**src/include/flash_spc_defines.svh**
```systemverilog
// Offsets, field positions, command patterns and timing counts of the self-program controller
`ifndef FLASH_SPC_DEFINES_SVH
`define FLASH_SPC_DEFINES_SVH

// ==========================================================================
// Register map (byte addresses)
`define SPC_OFS_CTRL        32'h0000_0000
`define SPC_OFS_STAT        32'h0000_0004
`define SPC_RESET_CTRL      8'h00

// ==========================================================================
// Control register fields
`define SPC_BIT_ENABLE      0
`define SPC_BIT_ERASE       1
`define SPC_BIT_WRITE       2
`define SPC_BIT_READ        3
`define SPC_BIT_CLEAR       4

// Lower five bit command patterns
`define SPC_CMD_CLEAR       5'h11
`define SPC_CMD_READ        5'h09
`define SPC_CMD_WRITE       5'h05
`define SPC_CMD_ERASE       5'h03
`define SPC_CMD_LOAD        5'h01

// ==========================================================================
// Status register fields
`define SPC_STAT_LOCK_LSB   0
`define SPC_STAT_EEBUSY     2
`define SPC_STAT_OPBUSY     3

// ==========================================================================
// Arming windows, in clock cycles
`define SPC_STORE_WINDOW    3'h4
`define SPC_LOAD_WINDOW     2'h3

// Lock bits, one means unprogrammed
`define SPC_LOCK_BLANK      2'h3
`define SPC_LOCK_MODE3      2'h0

// ==========================================================================
// Programming time
`define SPC_CLK_MHZ         100
`define SPC_OP_MIN_US       3700
`define SPC_OP_MAX_US       4500
`define SPC_OP_MIN_CYCLES   (`SPC_OP_MIN_US * `SPC_CLK_MHZ)
`define SPC_OP_MAX_CYCLES   (`SPC_OP_MAX_US * `SPC_CLK_MHZ)

`endif

```
**src/include/flash_spc_pkg.sv**
```systemverilog
// Types of the self-program controller
package flash_spc_pkg;

  typedef enum logic [2:0] {
    ARM_NONE  = 3'h0,
    ARM_LOAD  = 3'h1,
    ARM_ERASE = 3'h3,
    ARM_WRITE = 3'h2,
    ARM_READ  = 3'h6
  } arm_t;

  typedef enum logic [1:0] {
    OP_IDLE = 2'h0,
    OP_RUN  = 2'h1,
    OP_DONE = 2'h3
  } op_state_t;

  typedef enum logic [1:0] {
    KIND_ERASE = 2'h0,
    KIND_WRITE = 2'h1,
    KIND_LOCK  = 2'h2
  } op_kind_t;

  typedef struct packed {
    logic        store;
    logic        load;
    logic [15:0] pointer;
    logic [15:0] dataPair;
  } cpu_req_t;

  typedef struct packed {
    logic        extProgBlock;
    logic        extVerifyBlock;
    logic        fuseLocked;
    logic        debugLinkOn;
    logic        debugReadOk;
  } protect_t;

endpackage

```
**src/rtl/flash_self_program_control.sv**
```systemverilog
// Self-program controller: arming register, page buffer, timed flash operations, lock bits
//
// Contract
// - EEPROM write busy refuses flash programming and fuse/lock reads.
// - Armed read plus load within three cycles returns lock bits in bits 1:0.
// - Read arming clears on completion, three cycles without load, or four without store.
// - Without read arming a load returns the ordinary flash byte.
// - Two lowest pointer bits select lock bits or fuse bits during armed read.
// - Clear-buffer command empties the page buffer.
// - Armed page write stores buffer into page from upper pointer bits.
// - Page write arming clears at end or after four idle cycles; core stalls.
// - Armed page erase erases page from upper pointer bits.
// - Page erase arming clears at end or after four idle cycles; core halts.
// - Enable alone lets next store load data pair into buffer word.
// - Enable clears after store or timeout, stays set during erase and write.
// - Only the five listed command patterns have any effect.
// - Erase, write and lock writes last between 3.7 ms and 4.5 ms.
// - A running flash write finishes through a system reset.
// - Lock bits return to unprogrammed only by chip erase.
// - Programmed debug fuse keeps flash readable over the debug link.
// - Lock mode 2 blocks external programming, locks fuses, disables debug link.
// - Lock mode 3 also blocks external verification reads.
//
// Our own choices: the APB interface to the registers and the register offsets.
`timescale 1ns/10ps
`include "flash_spc_defines.svh"

module flash_self_program_control #(
  parameter int unsigned OP_CYCLES = `SPC_OP_MIN_CYCLES
) (
  // Clock and resets
  input  wire logic                    clk,
  input  wire logic                    rst_n,
  input  wire logic                    porRst_n,
  // APB slave
  input  wire logic                    psel,
  input  wire logic                    penable,
  input  wire logic                    pwrite,
  input  wire logic [31:0]             paddr,
  input  wire logic [31:0]             pwdata,
  output logic      [31:0]             prdata,
  output logic                         pready,
  output logic                         pslverr,
  // CPU store and load instructions
  input  wire flash_spc_pkg::cpu_req_t cpuReq,
  output logic      [7:0]              loadData,
  output logic                         loadValid,
  output logic                         cpuHalt,
  // Flash array
  input  wire logic [7:0]              flashByte,
  output logic                         flashOpActive,
  output flash_spc_pkg::op_kind_t      flashOpKind,
  output logic      [4:0]              flashPage,
  output logic      [255:0]            pageBuf,
  // EEPROM
  input  wire logic                    eepromWriteBusyFlag,
  // Nonvolatile fuses and lock bits
  input  wire logic [7:0]              fuseLowByte,
  input  wire logic [7:0]              fuseHighByte,
  input  wire logic                    debugLinkEnableFuse,
  input  wire logic [1:0]              lockStored,
  input  wire logic                    chipErase,
  input  wire logic                    lockProgReq,
  input  wire logic [1:0]              lockProgData,
  output logic      [1:0]              lockBits,
  output flash_spc_pkg::protect_t      protect
);
  import flash_spc_pkg::*;

  // ========================================================================
  // State of the system-reset domain
  typedef struct packed {
    arm_t             arm;
    logic             hold;
    logic [2:0]       storeWin;
    logic [1:0]       loadWin;
    logic [15:0][15:0] bufWords;
    logic [15:0]      bufFull;
    logic             opReq;
    op_kind_t         opReqKind;
    logic [4:0]       opReqPage;
    logic [31:0]      prdata;
    logic             pready;
    logic             pslverr;
    logic [7:0]       loadData;
    logic             loadValid;
  } ctl_state_t;

  // State of the power-on domain, survives system reset
  typedef struct packed {
    op_state_t        state;
    op_kind_t         kind;
    logic [4:0]       page;
    logic [18:0]      cnt;
    logic [1:0]       pendLock;
    logic             loaded;
    logic [1:0]       lockBits;
    logic             busy;
    protect_t         protect;
  } op_state_reg_t;

  ctl_state_t    ctl_r;
  ctl_state_t    ctl_nxt;
  op_state_reg_t op_r;
  op_state_reg_t op_nxt;

  logic [7:0]    ctrlView;
  logic          opDone;
  logic [3:0]    wordIdx;
  logic          apbWrite;

  assign opDone   = (op_r.state == OP_DONE);
  assign wordIdx  = cpuReq.pointer[4:1];
  assign apbWrite = psel && penable && pwrite && ctl_r.pready;

  // Read view of the control register, upper bits zero
  always_comb
  begin
    ctrlView                 = 8'h00;
    ctrlView[`SPC_BIT_ENABLE] = (ctl_r.arm != ARM_NONE);
    ctrlView[`SPC_BIT_ERASE]  = (ctl_r.arm == ARM_ERASE);
    ctrlView[`SPC_BIT_WRITE]  = (ctl_r.arm == ARM_WRITE);
    ctrlView[`SPC_BIT_READ]   = (ctl_r.arm == ARM_READ);
  end

  // ========================================================================
  // Arming, buffer, CPU instructions and register bus
  always_comb
  begin
    ctl_nxt           = ctl_r;
    ctl_nxt.pready    = 1'b0;
    ctl_nxt.pslverr   = 1'b0;
    ctl_nxt.loadValid = 1'b0;
    ctl_nxt.opReq     = 1'b0;

    // Window countdown and expiry
    if (ctl_r.storeWin != 3'h0)
    begin
      ctl_nxt.storeWin = ctl_r.storeWin - 3'h1;
    end
    if (ctl_r.loadWin != 2'h0)
    begin
      ctl_nxt.loadWin = ctl_r.loadWin - 2'h1;
    end
    if (!ctl_r.hold && ctl_r.storeWin == 3'h1)
    begin
      ctl_nxt.arm = ARM_NONE;
    end
    if (ctl_r.arm == ARM_READ && ctl_r.loadWin == 2'h1)
    begin
      ctl_nxt.arm = ARM_NONE;
    end

    // End of a held erase or write
    if (ctl_r.hold && opDone)
    begin
      ctl_nxt.hold = 1'b0;
      ctl_nxt.arm  = ARM_NONE;
      if (ctl_r.arm == ARM_WRITE)
      begin
        ctl_nxt.bufFull  = 16'h0000;
        ctl_nxt.bufWords = '0;
      end
    end

    // Store instruction
    if (cpuReq.store && ctl_r.storeWin != 3'h0 && !ctl_r.hold && !op_r.busy
        && !eepromWriteBusyFlag)
    begin
      ctl_nxt.storeWin = 3'h0;
      ctl_nxt.loadWin  = 2'h0;
      case (ctl_r.arm)
        ARM_LOAD:
        begin
          if (!ctl_r.bufFull[wordIdx])
          begin
            ctl_nxt.bufWords[wordIdx] = cpuReq.dataPair;
            ctl_nxt.bufFull[wordIdx]  = 1'b1;
          end
          ctl_nxt.arm = ARM_NONE;
        end
        ARM_ERASE:
        begin
          ctl_nxt.opReq     = 1'b1;
          ctl_nxt.opReqKind = KIND_ERASE;
          ctl_nxt.opReqPage = cpuReq.pointer[9:5];
          ctl_nxt.hold      = 1'b1;
        end
        ARM_WRITE:
        begin
          ctl_nxt.opReq     = 1'b1;
          ctl_nxt.opReqKind = KIND_WRITE;
          ctl_nxt.opReqPage = cpuReq.pointer[9:5];
          ctl_nxt.hold      = 1'b1;
        end
        default:
        begin
          ctl_nxt.arm = ARM_NONE;
        end
      endcase
    end

    // Load instruction
    if (cpuReq.load)
    begin
      ctl_nxt.loadValid = 1'b1;
      if (ctl_r.arm == ARM_READ && ctl_r.loadWin != 2'h0 && !eepromWriteBusyFlag)
      begin
        if (cpuReq.pointer[1])
        begin
          ctl_nxt.loadData = fuseHighByte;
        end
        else if (cpuReq.pointer[0])
        begin
          ctl_nxt.loadData = {6'h00, op_r.lockBits};
        end
        else
        begin
          ctl_nxt.loadData = fuseLowByte;
        end
        ctl_nxt.arm      = ARM_NONE;
        ctl_nxt.storeWin = 3'h0;
        ctl_nxt.loadWin  = 2'h0;
      end
      else
      begin
        ctl_nxt.loadData = flashByte;
      end
    end

    // Register bus: answer in the first access cycle
    if (psel && !penable && !ctl_r.pready)
    begin
      ctl_nxt.pready = 1'b1;
      ctl_nxt.prdata = 32'h0000_0000;
      if (paddr == `SPC_OFS_CTRL)
      begin
        ctl_nxt.prdata[7:0] = ctrlView;
      end
      else if (paddr == `SPC_OFS_STAT)
      begin
        ctl_nxt.prdata[`SPC_STAT_LOCK_LSB +: 2] = op_r.lockBits;
        ctl_nxt.prdata[`SPC_STAT_EEBUSY]        = eepromWriteBusyFlag;
        ctl_nxt.prdata[`SPC_STAT_OPBUSY]        = op_r.busy;
      end
      else
      begin
        ctl_nxt.pslverr = 1'b1;
      end
    end

    // Control write takes effect at the access edge
    if (apbWrite && paddr == `SPC_OFS_CTRL && !eepromWriteBusyFlag
        && !ctl_r.hold && !op_r.busy)
    begin
      case (pwdata[4:0])
        `SPC_CMD_CLEAR:
        begin
          ctl_nxt.bufFull  = 16'h0000;
          ctl_nxt.bufWords = '0;
          ctl_nxt.arm      = ARM_NONE;
          ctl_nxt.storeWin = 3'h0;
          ctl_nxt.loadWin  = 2'h0;
        end
        `SPC_CMD_READ:
        begin
          ctl_nxt.arm      = ARM_READ;
          ctl_nxt.storeWin = `SPC_STORE_WINDOW;
          ctl_nxt.loadWin  = `SPC_LOAD_WINDOW;
        end
        `SPC_CMD_WRITE:
        begin
          ctl_nxt.arm      = ARM_WRITE;
          ctl_nxt.storeWin = `SPC_STORE_WINDOW;
          ctl_nxt.loadWin  = 2'h0;
        end
        `SPC_CMD_ERASE:
        begin
          ctl_nxt.arm      = ARM_ERASE;
          ctl_nxt.storeWin = `SPC_STORE_WINDOW;
          ctl_nxt.loadWin  = 2'h0;
        end
        `SPC_CMD_LOAD:
        begin
          ctl_nxt.arm      = ARM_LOAD;
          ctl_nxt.storeWin = `SPC_STORE_WINDOW;
          ctl_nxt.loadWin  = 2'h0;
        end
        default:
        begin
          // Other patterns leave arming and window countdown alone
        end
      endcase
    end

    // EEPROM write in the middle of page loading loses the buffer
    if (eepromWriteBusyFlag && !ctl_r.hold)
    begin
      ctl_nxt.bufFull  = 16'h0000;
      ctl_nxt.bufWords = '0;
    end
  end

  always_ff @(posedge clk or negedge rst_n)
  begin
    if (!rst_n)
    begin
      ctl_r <= '0;
    end
    else
    begin
      ctl_r <= ctl_nxt;
    end
  end

  // ========================================================================
  // Timed operations and lock bits, reset only at power-on
  always_comb
  begin
    op_nxt = op_r;
    if (!op_r.loaded)
    begin
      op_nxt.loaded   = 1'b1;
      op_nxt.lockBits = lockStored;
    end
    case (op_r.state)
      OP_IDLE:
      begin
        if (ctl_r.opReq)
        begin
          op_nxt.state = OP_RUN;
          op_nxt.kind  = ctl_r.opReqKind;
          op_nxt.page  = ctl_r.opReqPage;
          op_nxt.cnt   = 19'(OP_CYCLES - 1);
        end
        else if (lockProgReq && !ctl_r.hold)
        begin
          op_nxt.state    = OP_RUN;
          op_nxt.kind     = KIND_LOCK;
          op_nxt.pendLock = lockProgData;
          op_nxt.cnt      = 19'(OP_CYCLES - 1);
        end
        else if (chipErase)
        begin
          op_nxt.lockBits = `SPC_LOCK_BLANK;
        end
      end
      OP_RUN:
      begin
        if (op_r.cnt == 19'h0)
        begin
          op_nxt.state = OP_DONE;
          if (op_r.kind == KIND_LOCK)
          begin
            op_nxt.lockBits = op_r.lockBits & op_r.pendLock;
          end
        end
        else
        begin
          op_nxt.cnt = op_r.cnt - 19'h1;
        end
      end
      default:
      begin
        op_nxt.state = OP_IDLE;
      end
    endcase
    op_nxt.busy                   = (op_nxt.state != OP_IDLE);
    op_nxt.protect.extProgBlock   = (op_nxt.lockBits != `SPC_LOCK_BLANK);
    op_nxt.protect.fuseLocked     = (op_nxt.lockBits != `SPC_LOCK_BLANK);
    op_nxt.protect.extVerifyBlock = (op_nxt.lockBits == `SPC_LOCK_MODE3);
    op_nxt.protect.debugLinkOn    = !debugLinkEnableFuse
                                    && (op_nxt.lockBits == `SPC_LOCK_BLANK);
    op_nxt.protect.debugReadOk    = !debugLinkEnableFuse;
  end

  // System reset does not reach here, so a running write completes
  always_ff @(posedge clk or negedge porRst_n)
  begin
    if (!porRst_n)
    begin
      op_r <= '0;
    end
    else
    begin
      op_r <= op_nxt;
    end
  end

  // ========================================================================
  // Outputs
  assign prdata        = ctl_r.prdata;
  assign pready        = ctl_r.pready;
  assign pslverr       = ctl_r.pslverr;
  assign loadData      = ctl_r.loadData;
  assign loadValid     = ctl_r.loadValid;
  assign pageBuf       = ctl_r.bufWords;
  assign cpuHalt       = op_r.busy;
  assign flashOpActive = op_r.busy;
  assign flashOpKind   = op_r.kind;
  assign flashPage     = op_r.page;
  assign lockBits      = op_r.lockBits;
  assign protect       = op_r.protect;

endmodule // flash_self_program_control

```
**config.mk**
```make
export PLATFORM = sky130hd
export DESIGN_NAME = flash_self_program_control
export DESIGN_NICKNAME = d
export VERILOG_FILES = /design/src/include/flash_spc_pkg.sv /design/src/rtl/flash_self_program_control.sv
export VERILOG_INCLUDE_DIRS = /design/src /design/src/include
export SDC_FILE = /design/constraint.sdc
export NUM_CORES = 1
export LEC_CHECK = 0
export CORE_ASPECT_RATIO = 0.9
export CORE_MARGIN = 5
export CORE_UTILIZATION = 45
export CTS_CLUSTER_DIAMETER = 60
export DETAILED_ROUTE_END_ITERATION = 8
export DONT_BUFFER_PORTS = 1
export SLEW_MARGIN = 20
export SYNTH_ARGS = -nofsm -noshare
export SYNTH_HDL_FRONTEND = slang
export SYNTH_SLANG_ARGS = --single-unit
```
**constraint.sdc**
```tcl
create_clock -name clk -period 2.8 [get_ports clk]
set_clock_uncertainty 0.2 [all_clocks]
set_input_delay 0.14 -clock clk [delete_from_list [all_inputs] [get_ports clk]]
set_output_delay 0.14 -clock clk [all_outputs]
set_load 0.03 [all_outputs]
```
Word level (Yosys, flattened, before mapping)
Index checks and enable logic that the tools add are counted.
- bits in registers: 342
- bits of input ports: 136
- output and inout bits: 315
- logic and storage cells: 168
- $add $sub $neg: 3
- magnitude comparators: 2
- equality and inequality tests: 19
- multiplexer cells: 54
- bitwise logic cells: 3
- reduce and logical (&&, ||, !) cells: 46
- operator list (cell ; count):
    $mux W272 ; 6
    $mux W289 ; 1
    $mux W277 ; 1
    $bwmux W256 ; 1
    $demux W16 S4 ; 1
    $mux W19 ; 2
    $pmux W19 S2 ; 1
    $eq A32 B3 Y1 const B ; 1
    $logic_not A32 Y1 ; 1
    $mux W8 ; 3
    $logic_and A1 B1 Y1 ; 22
    $mux W21 ; 1
    $mux W3 ; 7
    $mux W4 ; 5
    $logic_not A19 Y1 ; 1
    $sub A19 B1 Y19 const B ; 1
    $mux W2 ; 9
    $mux W16 ; 1
    $or A16 B16 Y16 ; 1
    $pmux W8 S2 ; 1
    $pmux W3 S5 ; 1
    $pmux W5 S3 ; 1
    $mux W5 ; 2
    $reduce_bool A2 Y1 ; 5
    29 further kinds ; 51

Logic depth before layout (Yosys ltp)
Gate-level depths: netlist (run 1).
- word-level depth: 13
- mapped depth: 9
- gate-level depth less buffers: 7

Worst setup path before layout (run 1)
No wires, ideal clock.
- path kind: reg-to-reg
- from: register op_r (netlist bit cpuHalt)
- to: register ctl_r[65] (netlist name)
- arrival: 2252 ps
- data required time: 2482 ps
- path slack: 230 ps
- stages on the path, launching flop included: 9
- path buffers: 3
- cell sequence: dfrtp_1 > or3_1 > nor3_1 > nor3b_2 > a32o_1 > buf_2 > buf_2 > buf_4 > nor2_1
- RTL lines (what ; line ; source):
    start: declaration ; flash_self_program_control.sv:104 ; op_state_reg_t op_r;
    start signal: assignment ; flash_self_program_control.sv:386 ; op_r <= op_nxt;
    end signal: assignment ; flash_self_program_control.sv:312 ; ctl_r <= ctl_nxt;
    end: declaration ; flash_self_program_control.sv:102 ; ctl_state_t ctl_r;

Final worst setup path (run 1)
- from: input paddr[30]
- to: register ctl_r (netlist bit prdata[0])
- word-level cells in the longest chain between the ends: 3
- elaborated cells on any way between the ends: 4
- ends and longest elaborated chain (what ; line ; source):
    start: declaration ; flash_self_program_control.sv:39 ; input wire logic [31:0] paddr,
    $eq A32 B3 Y1 (no source line) ; - ;
    $mux W4 ; flash_self_program_control.sv:240 ; else if (paddr == `SPC_OFS_STAT)
    $mux W4 * ; flash_self_program_control.sv:236 ; if (paddr == `SPC_OFS_CTRL)
Mark *: on every way between the ends. The rest lies on a longest branch, timed or not.
A chain may end at the register's enable or synchronous reset.

==> results.env, run 1 <==
OUTCOME='complete, but fails checks'
VIOLATIONS='negative hold slack'
PLACEMENT.IO_BUFFERS=0
CRITICAL_PATH_CELL_SEQUENCE='dlygate4sd3_1 > nor4_1 > dlygate4sd3_1 > nand4_1 > or2_2 > o41ai_1 > dlygate4sd3_1'
SYNTH_ENABLE_FLOP_CELLS=0
FIRST_GLOBAL_VIAS=12940
NUMBER_OF_FAILING_SETUP_ENDPOINTS_IN_THE_FINAL_TIMING_REPORT=0
MAXIMUM_FANOUT_COUNT_ALONG_THE_CRITICAL_PATH=3
GRT_MAX_DEGREE=304
CP_COMMON_CELL='sky130_fd_sc_hd__dlygate4sd3_1'
GRT_PASS1_WL_UM=80610
CP.ARRIVAL_NS=2.97
KIND_OF_CELL_WITH_THE_HIGHEST_COMBINED_DELAY_ON_THE_CRITICAL_PATH='buffers and inverters'
GRT_REMAINING_OVERFLOW=0
POSTSYNTHREGISTERBITS=341
LAYOUT_WORST_PATH_CYCLE_SHARE=0.9669
POWERDENSITY_nW_PER_UM2=601.5
VDD.IR_DROP.WORST_V=0.0003676
CP_NUM_CELLS=7
DIE_W_UM=219.3
MAX-SLEW-MARGIN-REL=0.1963
WORSTSETUPENDPOINTTYPE='register'
ROUTED_VIA_DENSITY=5.800
SYNTH.LIB_CELLS_USED.DISTINCT=70
SYNTHDOMINANTCELLAREASHARE=0.4808
FLOORPLAN.DIE.HEIGHT_UM=198.4
CLKTRANSATPATHREGS_NS=0.06
SYNTH_AREA_LEADERS='sky130_fd_sc_hd__dfrtp_1 48%, sky130_fd_sc_hd__buf_4 14%, sky130_fd_sc_hd__a21oi_1 7.7%'
NUMCTSBUFFERS=40
AREA_OF_THE_MULTI_INPUT_GATES_UM2=6245
TRACK_USAGE=0.2383
NUM_ROWS=69
POWER.STATIC_LEAKAGE_nW=7.807
YOSYSWARNINGCOUNT=0
MAX-CAP-VIOLATIONS=0
FLOW.AREA_GROWTH_FROM_SYNTHESIS_PCT=4.420
MAX_FREQ_GHz=0.3694
CLOCK_TREE.HTREE_LEVEL_COUNT=2
INSTANCE_COUNT_OF_THE_MAPPED_NETLIST=1949
SYNTHTOPCELLSBYCOUNT='341 x sky130_fd_sc_hd__dfrtp_1, 337 x sky130_fd_sc_hd__buf_4, 273 x sky130_fd_sc_hd__a21oi_1'
AVGSYNTHCELLAREA_UM2=9.106
GP_ROUTABILITY_CONGESTION=0.8527
START_UTIL=0.4528
POST_LAYOUT_UTILIZATION_OF_THE_CORE=0.4728
WORSTPATHBUFFERINVERTERCOUNT=3
TIMING_MAX_TRANSITION_VIOLATIONS_FINAL=0
FRACTION_OF_FINAL_LAYOUT_CELLS_SIZED_BEYOND_DRIVE_STRENGTH_1=0.1205
DRT_FIRST_ITER_VIOLATIONS=1316
TIMING.FINAL.CRIT_PERIOD_NS=2.707
CTS_TREE='done'
WIRE_PER_INST_UM=24.11
TIMING.HOLD.WS_NS=-0.8832
WORSTMARGINPINSLEW_NS=1.202
CP-START-KIND='primary input'
DETAIL_ROUTE.WIRELENGTH_UM=54650
SYNTHARSTFLOPSHARE=1.000
FILLERS=3641
POST-ROUTE-DRC-COUNT=0
FLOORPLAN.DIE_AREA_UM2=43520
IO_PINS=451
HOLD_VIOLATIONS=485
YOSYS_MOST_USED_DFF='sky130_fd_sc_hd__dfrtp_1'
DESIGN.CORE.AREA_UM2=39200
ANTENNA_LEFT=0
NUMCLOCKSINKS=341
YOSYS.CELL_COUNT.TOP_TYPE='sky130_fd_sc_hd__dfrtp_1'
WORSTHOLDPATHTYPE='primary input to asynchronous set/reset pin'
CLK_LATENCY_NS=0.54
POST_SYNTHESIS_INSTANCE_AREA_UM2=17750
VIAS=13150
FINAL_NETS=1850
DETAILEDPLACEMENTHPWL_UM=34030
POST-LAYOUT-TOTAL-POWER_W=0.01115
CLK_ROOT_BUFFER_CELL='sky130_fd_sc_hd__clkbuf_16'
RR_WORST_DEPTH=7
SETUP.WORST_PATH.CLASS='primary input to register'
POST_LAYOUT_NONFILLER_INSTANCES=2267
TIMING.CRITICAL_PATH.SLOWEST_STAGE_CELL='sky130_fd_sc_hd__dlygate4sd3_1'
REGAREA_UM2=8533
CPPEAKSTAGEDELAY_NS=0.60
FIRST_PASS_ITERS=6
CLK_PATH_BUF_DEPTH=3
ANTENNA_VIOLATIONS_BEFORE_REPAIR=0
CELL_ACCOUNTING_FOR_THE_MOST_SYNTHESIZED_AREA='sky130_fd_sc_hd__dfrtp_1'
NUM_ANTENNA_CELLS=0
TIMING.CRITICAL_PATH.REQUIRED_NS=3.06
POST-PLACE-CELLS=2096
SYNTH_SEQUENTIAL_AREA_RATIO=0.4808
-- cell families (layout without fill, tap and decap cells) --
| group | after synthesis | count (layout) | share of synthesized area |
|---|---|---|---|
| buf+inv | 484 | 243 | 0.1777 |
| xor+xnor | 6 | 6 | 0.002962 |
| compound gates | 375 | 375 | 0.1182 |
| other cells | 2 | 29 | 0.0004232 |
| fa+ha+maj | 5 | 5 | 0.003384 |
| flops | 341 | 341 | 0.4808 |
| simple gates | 708 | 708 | 0.1969 |
| mux | 28 | 28 | 0.01960 |
-- metrics by stage --
stage	TNS, ns	cell area (µm²)	setup WS, ns
6_report	0	18530	0.09260
3_3_place_gp	0	15970	0.1010
2_1_floorplan	0	17850	0.2296
3_5_place_dp	0	15970	0.03398
5_1_grt	-0.04448	18530	-0.03514
4_1_cts	0	18360	0.01572
-- registers in the layout, indices dropped and copies added, names as in the netlist --
signal       count
flashOpKind      2
pready           1
ctl_r           32
pageBuf        256
op_r            24
protect          4
loadData         8
lockBits         2
cpuHalt          1
loadValid        1
flashPage        5
prdata           4
pslverr          1
-- worst reg2reg max path, stage by stage (launching register included) --
cell                            delay (ns)
sky130_fd_sc_hd__dfrtp_1              0.39
sky130_fd_sc_hd__buf_4                0.15
sky130_fd_sc_hd__nand3_1              0.13
sky130_fd_sc_hd__or4_4                0.48
sky130_fd_sc_hd__buf_12               0.32
sky130_fd_sc_hd__a21oi_1              0.31
sky130_fd_sc_hd__dlygate4sd3_1        0.58
sky130_fd_sc_hd__nor2_1               0.04
-- cell usage in the layout (no fill, tap or decap), types with 5 or more instances in the layout --
cell type                       netlist  routed
sky130_fd_sc_hd__dfrtp_1            341     341
sky130_fd_sc_hd__nor3_1              24      22
sky130_fd_sc_hd__a22oi_1              8       8
sky130_fd_sc_hd__nand3_1            248     248
sky130_fd_sc_hd__mux2_2              14      14
sky130_fd_sc_hd__conb_1               2      29
sky130_fd_sc_hd__clkbuf_1            80       7
sky130_fd_sc_hd__inv_1               20      20
sky130_fd_sc_hd__clkinv_2             0       5
sky130_fd_sc_hd__nand2_1            271     271
sky130_fd_sc_hd__a211oi_1            15      15
sky130_fd_sc_hd__dlygate4sd3_1        0      82
sky130_fd_sc_hd__a21oi_2              9      10
sky130_fd_sc_hd__or3_1                8       6
sky130_fd_sc_hd__buf_4              337      49
sky130_fd_sc_hd__nand4_1             14      14
sky130_fd_sc_hd__o211ai_1             8       8
sky130_fd_sc_hd__or4_1                8       5
sky130_fd_sc_hd__a21oi_1            273     272
sky130_fd_sc_hd__o31ai_1              8       7
sky130_fd_sc_hd__nor4_4               8       9
sky130_fd_sc_hd__nand2b_1             9       9
sky130_fd_sc_hd__o21ai_0             26      26
sky130_fd_sc_hd__nand2_2              9       9
sky130_fd_sc_hd__buf_12               0      22
sky130_fd_sc_hd__clkbuf_8             0       7
sky130_fd_sc_hd__clkbuf_16            0      42
sky130_fd_sc_hd__nor4_1              15      14
sky130_fd_sc_hd__mux2i_1             10      10
sky130_fd_sc_hd__nor2_1              56      56
sky130_fd_sc_hd__nor3_2               4       6
-- report_power, final --
| part | total (W) | switching (W) | internal, W |
|---|---|---|---|
| logic | 0.000712 | 0.000423 | 0.000289 |
| registers | 0.00518 | 0.000158 | 0.00502 |
| clock network | 0.00525 | 0.00211 | 0.00315 |
-- repair_timing --
| action | CTS | global route |
|---|---|---|
| endpoints found under the hold margin | 644 | 486 |
| setup endpoints to repair | 0 | 107 |
| gates resized for setup | 0 | 13 |
| setup buffers | 0 | 7 |
| hold buffers | 95 | 1 |
-- final cells by class --
class / instances / share of cell area
flip-flops and latches: 341 / 0.4605
clock inverters: 12 / 0.008372
inverters: 20 / 0.004051
multi-input cells: 1151 / 0.3370
clock buffers: 55 / 0.06198
repair buffers: 156 / 0.09223
well taps: 532 / 0.03592
-- path summary, 6_finish.rpt --
kind	startpoint	to	slack, ns
max	paddr[30]	prdata[0]$_DFFE_PN0P_	0.09
min	rst_n	pageBuf[134]$_DFF_PN0_	-0.88
max reg2reg	ctl_r[328]$_DFF_PN0_	ctl_r[53]$_DFF_PN0_	0.10
min reg2reg	op_r[26]$_DFFE_PN0P_	op_r[26]$_DFFE_PN0P_	0.29
max in group asynchronous	porRst_n	op_r[18]$_DFFE_PN0P_	1.72
min in group clk	cpuReq[19]	pageBuf[63]$_DFF_PN0_	-0.34
-- layer usage --
metal	wire length [µm]	global-route usage
met5	0	0
met1	21790	0.3167
met4	1819	0.08047
met2	25770	0.3763
met3	5279	0.07031
Note: power is estimated with default switching activity, not from simulation.
==> run 2: changes to the inputs <==
--- a/config.mk
+++ b/config.mk
@@ -12,6 +12,7 @@
 export CTS_CLUSTER_DIAMETER = 60
 export DETAILED_ROUTE_END_ITERATION = 8
 export DONT_BUFFER_PORTS = 1
+export GPL_TIMING_DRIVEN = 1
 export SLEW_MARGIN = 20
 export SYNTH_ARGS = -nofsm -noshare
 export SYNTH_HDL_FRONTEND = slang
==> constraint.sdc (replaced) <==
create_clock -name clk -period 2.8 [get_ports clk]
set_clock_uncertainty 0.2 [all_clocks]
set_input_delay 0.84 -clock clk [delete_from_list [all_inputs] [get_ports clk]]
set_output_delay 0.84 -clock clk [all_outputs]
set_load 0.03 [all_outputs]
==> results.env, run 2 (same netlist as run 1, synthesis figures left out) <==
OUTCOME='complete, but fails checks'  # unchanged
VIOLATIONS='negative hold slack'  # unchanged
TIMING_MAX_TRANSITION_VIOLATIONS_FINAL=0  # unchanged
WORSTMARGINPINSLEW_NS=0.7003  # was 1.202 ns
MOST-COMMON-LAYOUT-CELLS='341 x sky130_fd_sc_hd__dfrtp_1, 273 x sky130_fd_sc_hd__a21oi_1, 271 x sky130_fd_sc_hd__nand2_1'  # was 341 x sky130_fd_sc_hd__dfrtp_1, 272 x sky130_fd_sc_hd__a21oi_1, 271 x sky130_fd_sc_hd__nand2_1
TRACK_USAGE=0.2292  # was 0.2383
TIMING.HOLD.WS_NS=-0.1884  # was -0.8832 ns
MAX-CAP-VIOLATIONS=0  # unchanged
FLOORPLAN.DIE.HEIGHT_UM=198.4  # unchanged
CLK_ROOT_BUFFER_CELL='sky130_fd_sc_hd__clkbuf_16'  # unchanged
MOST_FREQUENT_STANDARD_CELL_IN_THE_LAYOUT_EXCLUDING_FILL_AND_TAP_CELLS='sky130_fd_sc_hd__dfrtp_1'  # unchanged
POST-PLACE-CELLS=2130  # was 2096
REG_TO_REG_STARTPOINT='op_r[11]$_DFFE_PN0P_'  # was ctl_r[328]$_DFF_PN0_
CTS_TREE='done'  # unchanged
ANTENNA_VIOLATIONS_BEFORE_REPAIR=2  # was 0
POST-ROUTE-DRC-COUNT=0  # unchanged
HOLD_VIOLATIONS=303  # was 485
ANTENNA_LEFT=0  # unchanged
DETAIL_ROUTE.WIRELENGTH_UM=52050  # was 54650 µm
GRT_PASS1_WL_UM=77600  # was 80610 µm
FRACTION_OF_FINAL_LAYOUT_CELLS_SIZED_BEYOND_DRIVE_STRENGTH_1=0.1283  # was 0.1205
CRITPATHLAUNCH='op_r[11]$_DFFE_PN0P_'  # was paddr[30]
POST_CTS_HOLD_BUFFER_COUNT=2  # was 95
FINALSETUPTNS_NS=0  # unchanged
DESIGN.CORE.AREA_UM2=39200  # unchanged
POWERDENSITY_nW_PER_UM2=603.5  # was 601.5 nW/µm²
DETAILEDPLACEMENTHPWL_UM=34390  # was 34030 µm
WORSTHOLDPATHTYPE='primary input to asynchronous set/reset pin'  # unchanged
IO_PINS=451  # unchanged
CLK_PATH_BUF_DEPTH=3  # unchanged
CLKTRANSATPATHREGS_NS=0.06  # about the same
NUMCTSBUFFERS=39  # was 40
NUM_ANTENNA_CELLS=0  # unchanged
CLK_LATENCY_NS=0.54  # about the same
GRT_REMAINING_OVERFLOW=0  # unchanged
FIRST_GLOBAL_VIAS=12350  # was 12940
ROUTED_VIA_DENSITY=5.780  # was 5.800
POST-CTS-SETUP-BUFFERS=0  # unchanged
TIMING.CRITICAL_PATH.REQUIRED_NS=3.03  # was 3.06 ns
POST-LAYOUT-TOTAL-POWER_W=0.01071  # was 0.01115 W
DRT_FIRST_ITER_VIOLATIONS=998  # was 1316
GP_ROUTABILITY_CONGESTION=0.8501  # was 0.8527
START_UTIL=0.4528  # unchanged
FINAL_NETS=1781  # was 1850
SETUP.WORST_PATH.CLASS='register to register'  # was primary input to register
MAXIMUM_FANOUT_COUNT_ALONG_THE_CRITICAL_PATH=4  # was 3
CTS-RESIZED-GATES=0  # unchanged
NUMCLOCKSINKS=341  # unchanged
NUMBER_OF_FLIP_FLOPS_IN_THE_LARGEST_REGISTER=256  # unchanged
RSZ_0062_RAISED_AFTER_GLOBAL_ROUTING='no'
WIRE_PER_INST_UM=23.66  # was 24.11 µm
PLACEMENT.IO_BUFFERS=0  # unchanged
VIAS=12720  # was 13150
POST_LAYOUT_NONFILLER_INSTANCES=2200  # was 2267
CP.ARRIVAL_NS=2.85  # was 2.97 ns
MAX_FREQ_GHz=0.3817  # was 0.3694 GHz
FLOORPLAN.DIE_AREA_UM2=43520  # unchanged
POWER.STATIC_LEAKAGE_nW=7.489  # was 7.807 nW
NUMBER_OF_FAILING_SETUP_ENDPOINTS_IN_THE_FINAL_TIMING_REPORT=0  # unchanged
CP-START-KIND='register'  # was primary input
WORSTSETUPENDPOINTTYPE='register'  # unchanged
GRT_MAX_DEGREE=304  # unchanged
FLOW.AREA_GROWTH_FROM_SYNTHESIS_PCT=-0.02097  # was 4.420%
DIE_W_UM=219.3  # unchanged
CLOCK_TREE.HTREE_LEVEL_COUNT=2  # unchanged
TIMING.FINAL.CRIT_PERIOD_NS=2.620  # was 2.707 ns
RR_WORST_DEPTH=8  # was 7
LAYOUT_WORST_PATH_CYCLE_SHARE=0.9357  # was 0.9669
NUM_ROWS=69  # unchanged
FIRST_PASS_ITERS=6  # unchanged
VDD.IR_DROP.WORST_V=0.0005372  # was 0.0003676 V
MAX-SLEW-MARGIN-REL=0.5331  # was 0.1963
-- run 2: changes by cell type in the layout (fill, tap and decap cells not counted), moves of 2 or more --
| cell | previous run | this run |
|---|---|---|
| sky130_fd_sc_hd__buf_4 | 49 | 61 |
| sky130_fd_sc_hd__or4_1 | 5 | 7 |
| sky130_fd_sc_hd__buf_12 | 22 | 26 |
| sky130_fd_sc_hd__or4_4 | 3 | 1 |
| sky130_fd_sc_hd__clkbuf_8 | 7 | 5 |
| sky130_fd_sc_hd__clkinvlp_4 | 0 | 2 |
| sky130_fd_sc_hd__buf_16 | 2 | 0 |
| sky130_fd_sc_hd__or3_1 | 6 | 8 |
| sky130_fd_sc_hd__dlygate4sd3_1 | 82 | 1 |
| sky130_fd_sc_hd__nor4_2 | 4 | 2 |
| sky130_fd_sc_hd__or3_4 | 2 | 0 |
-- run 2: path summary, 6_finish.rpt --
check | end | slack, ns
setup / recovery | protect[3]$_DFF_PN0_ | 0.18
hold / removal | pageBuf[121]$_DFF_PN0_ | -0.19
setup reg to reg | protect[3]$_DFF_PN0_ | 0.18
hold reg to reg | op_r[26]$_DFFE_PN0P_ | 0.29
max in group asynchronous | flashPage[4]$_DFFE_PN0P_ | 1.64
min in group clk | loadValid$_DFF_PN0_ | 0.14
-- run 2: area by class of cell --
cell class,count,area [µm²]
fillers,3779,21450
flip-flops and latches,341,8533
multi-input cells,1151,6213
clock buffers,54,1125
repair buffers,88,988.4
well taps,532,665.6
clock inverters,14,142.6
inverters,20,75.07
-- run 2: worst max-delay path, stage by stage (launching register included) --
cell and delay [ns]:
sky130_fd_sc_hd__dfrtp_1 0.40, sky130_fd_sc_hd__inv_1 0.07, sky130_fd_sc_hd__ha_1 0.17, sky130_fd_sc_hd__or4b_2 0.62, sky130_fd_sc_hd__nor4_1 0.26, sky130_fd_sc_hd__buf_4 0.17
sky130_fd_sc_hd__a21oi_1 0.08, sky130_fd_sc_hd__a31o_2 0.25, sky130_fd_sc_hd__nor4_1 0.29
-- run 2: where the power goes --
part	leakage [nW]	switching (W)	internal [W]
Combinational	2.23	0.000258	0.000182
Clock	0.622	0.00209	0.00301
Sequential	4.64	0.000152	0.00502
Total	7.49	0.00250	0.00821
-- run 2: stage by stage --
stage                     setup slack, ns  utilization  hold slack, ns  cell area, µm²
after floorplan                  -0.05147            -          0.2445           17880
after global placement           -0.06660       0.4196          0.2730           16450
after detailed placement          -0.1134       0.4196          0.2806           16450
after CTS                          0.2189       0.4527         -0.2351           17740
after global routing              0.05932       0.4527         -0.2209           17740
final                              0.1799       0.4527         -0.1884           17740
-- run 2: routing by layer --
layer,global-route usage,vias up,share of wire
li1,-,5691,-
met1,0.3045,6384,0.40
met2,0.3602,561,0.47
met3,0.07746,81,0.10
met4,0.06628,0,0.025
met5,0,-,0
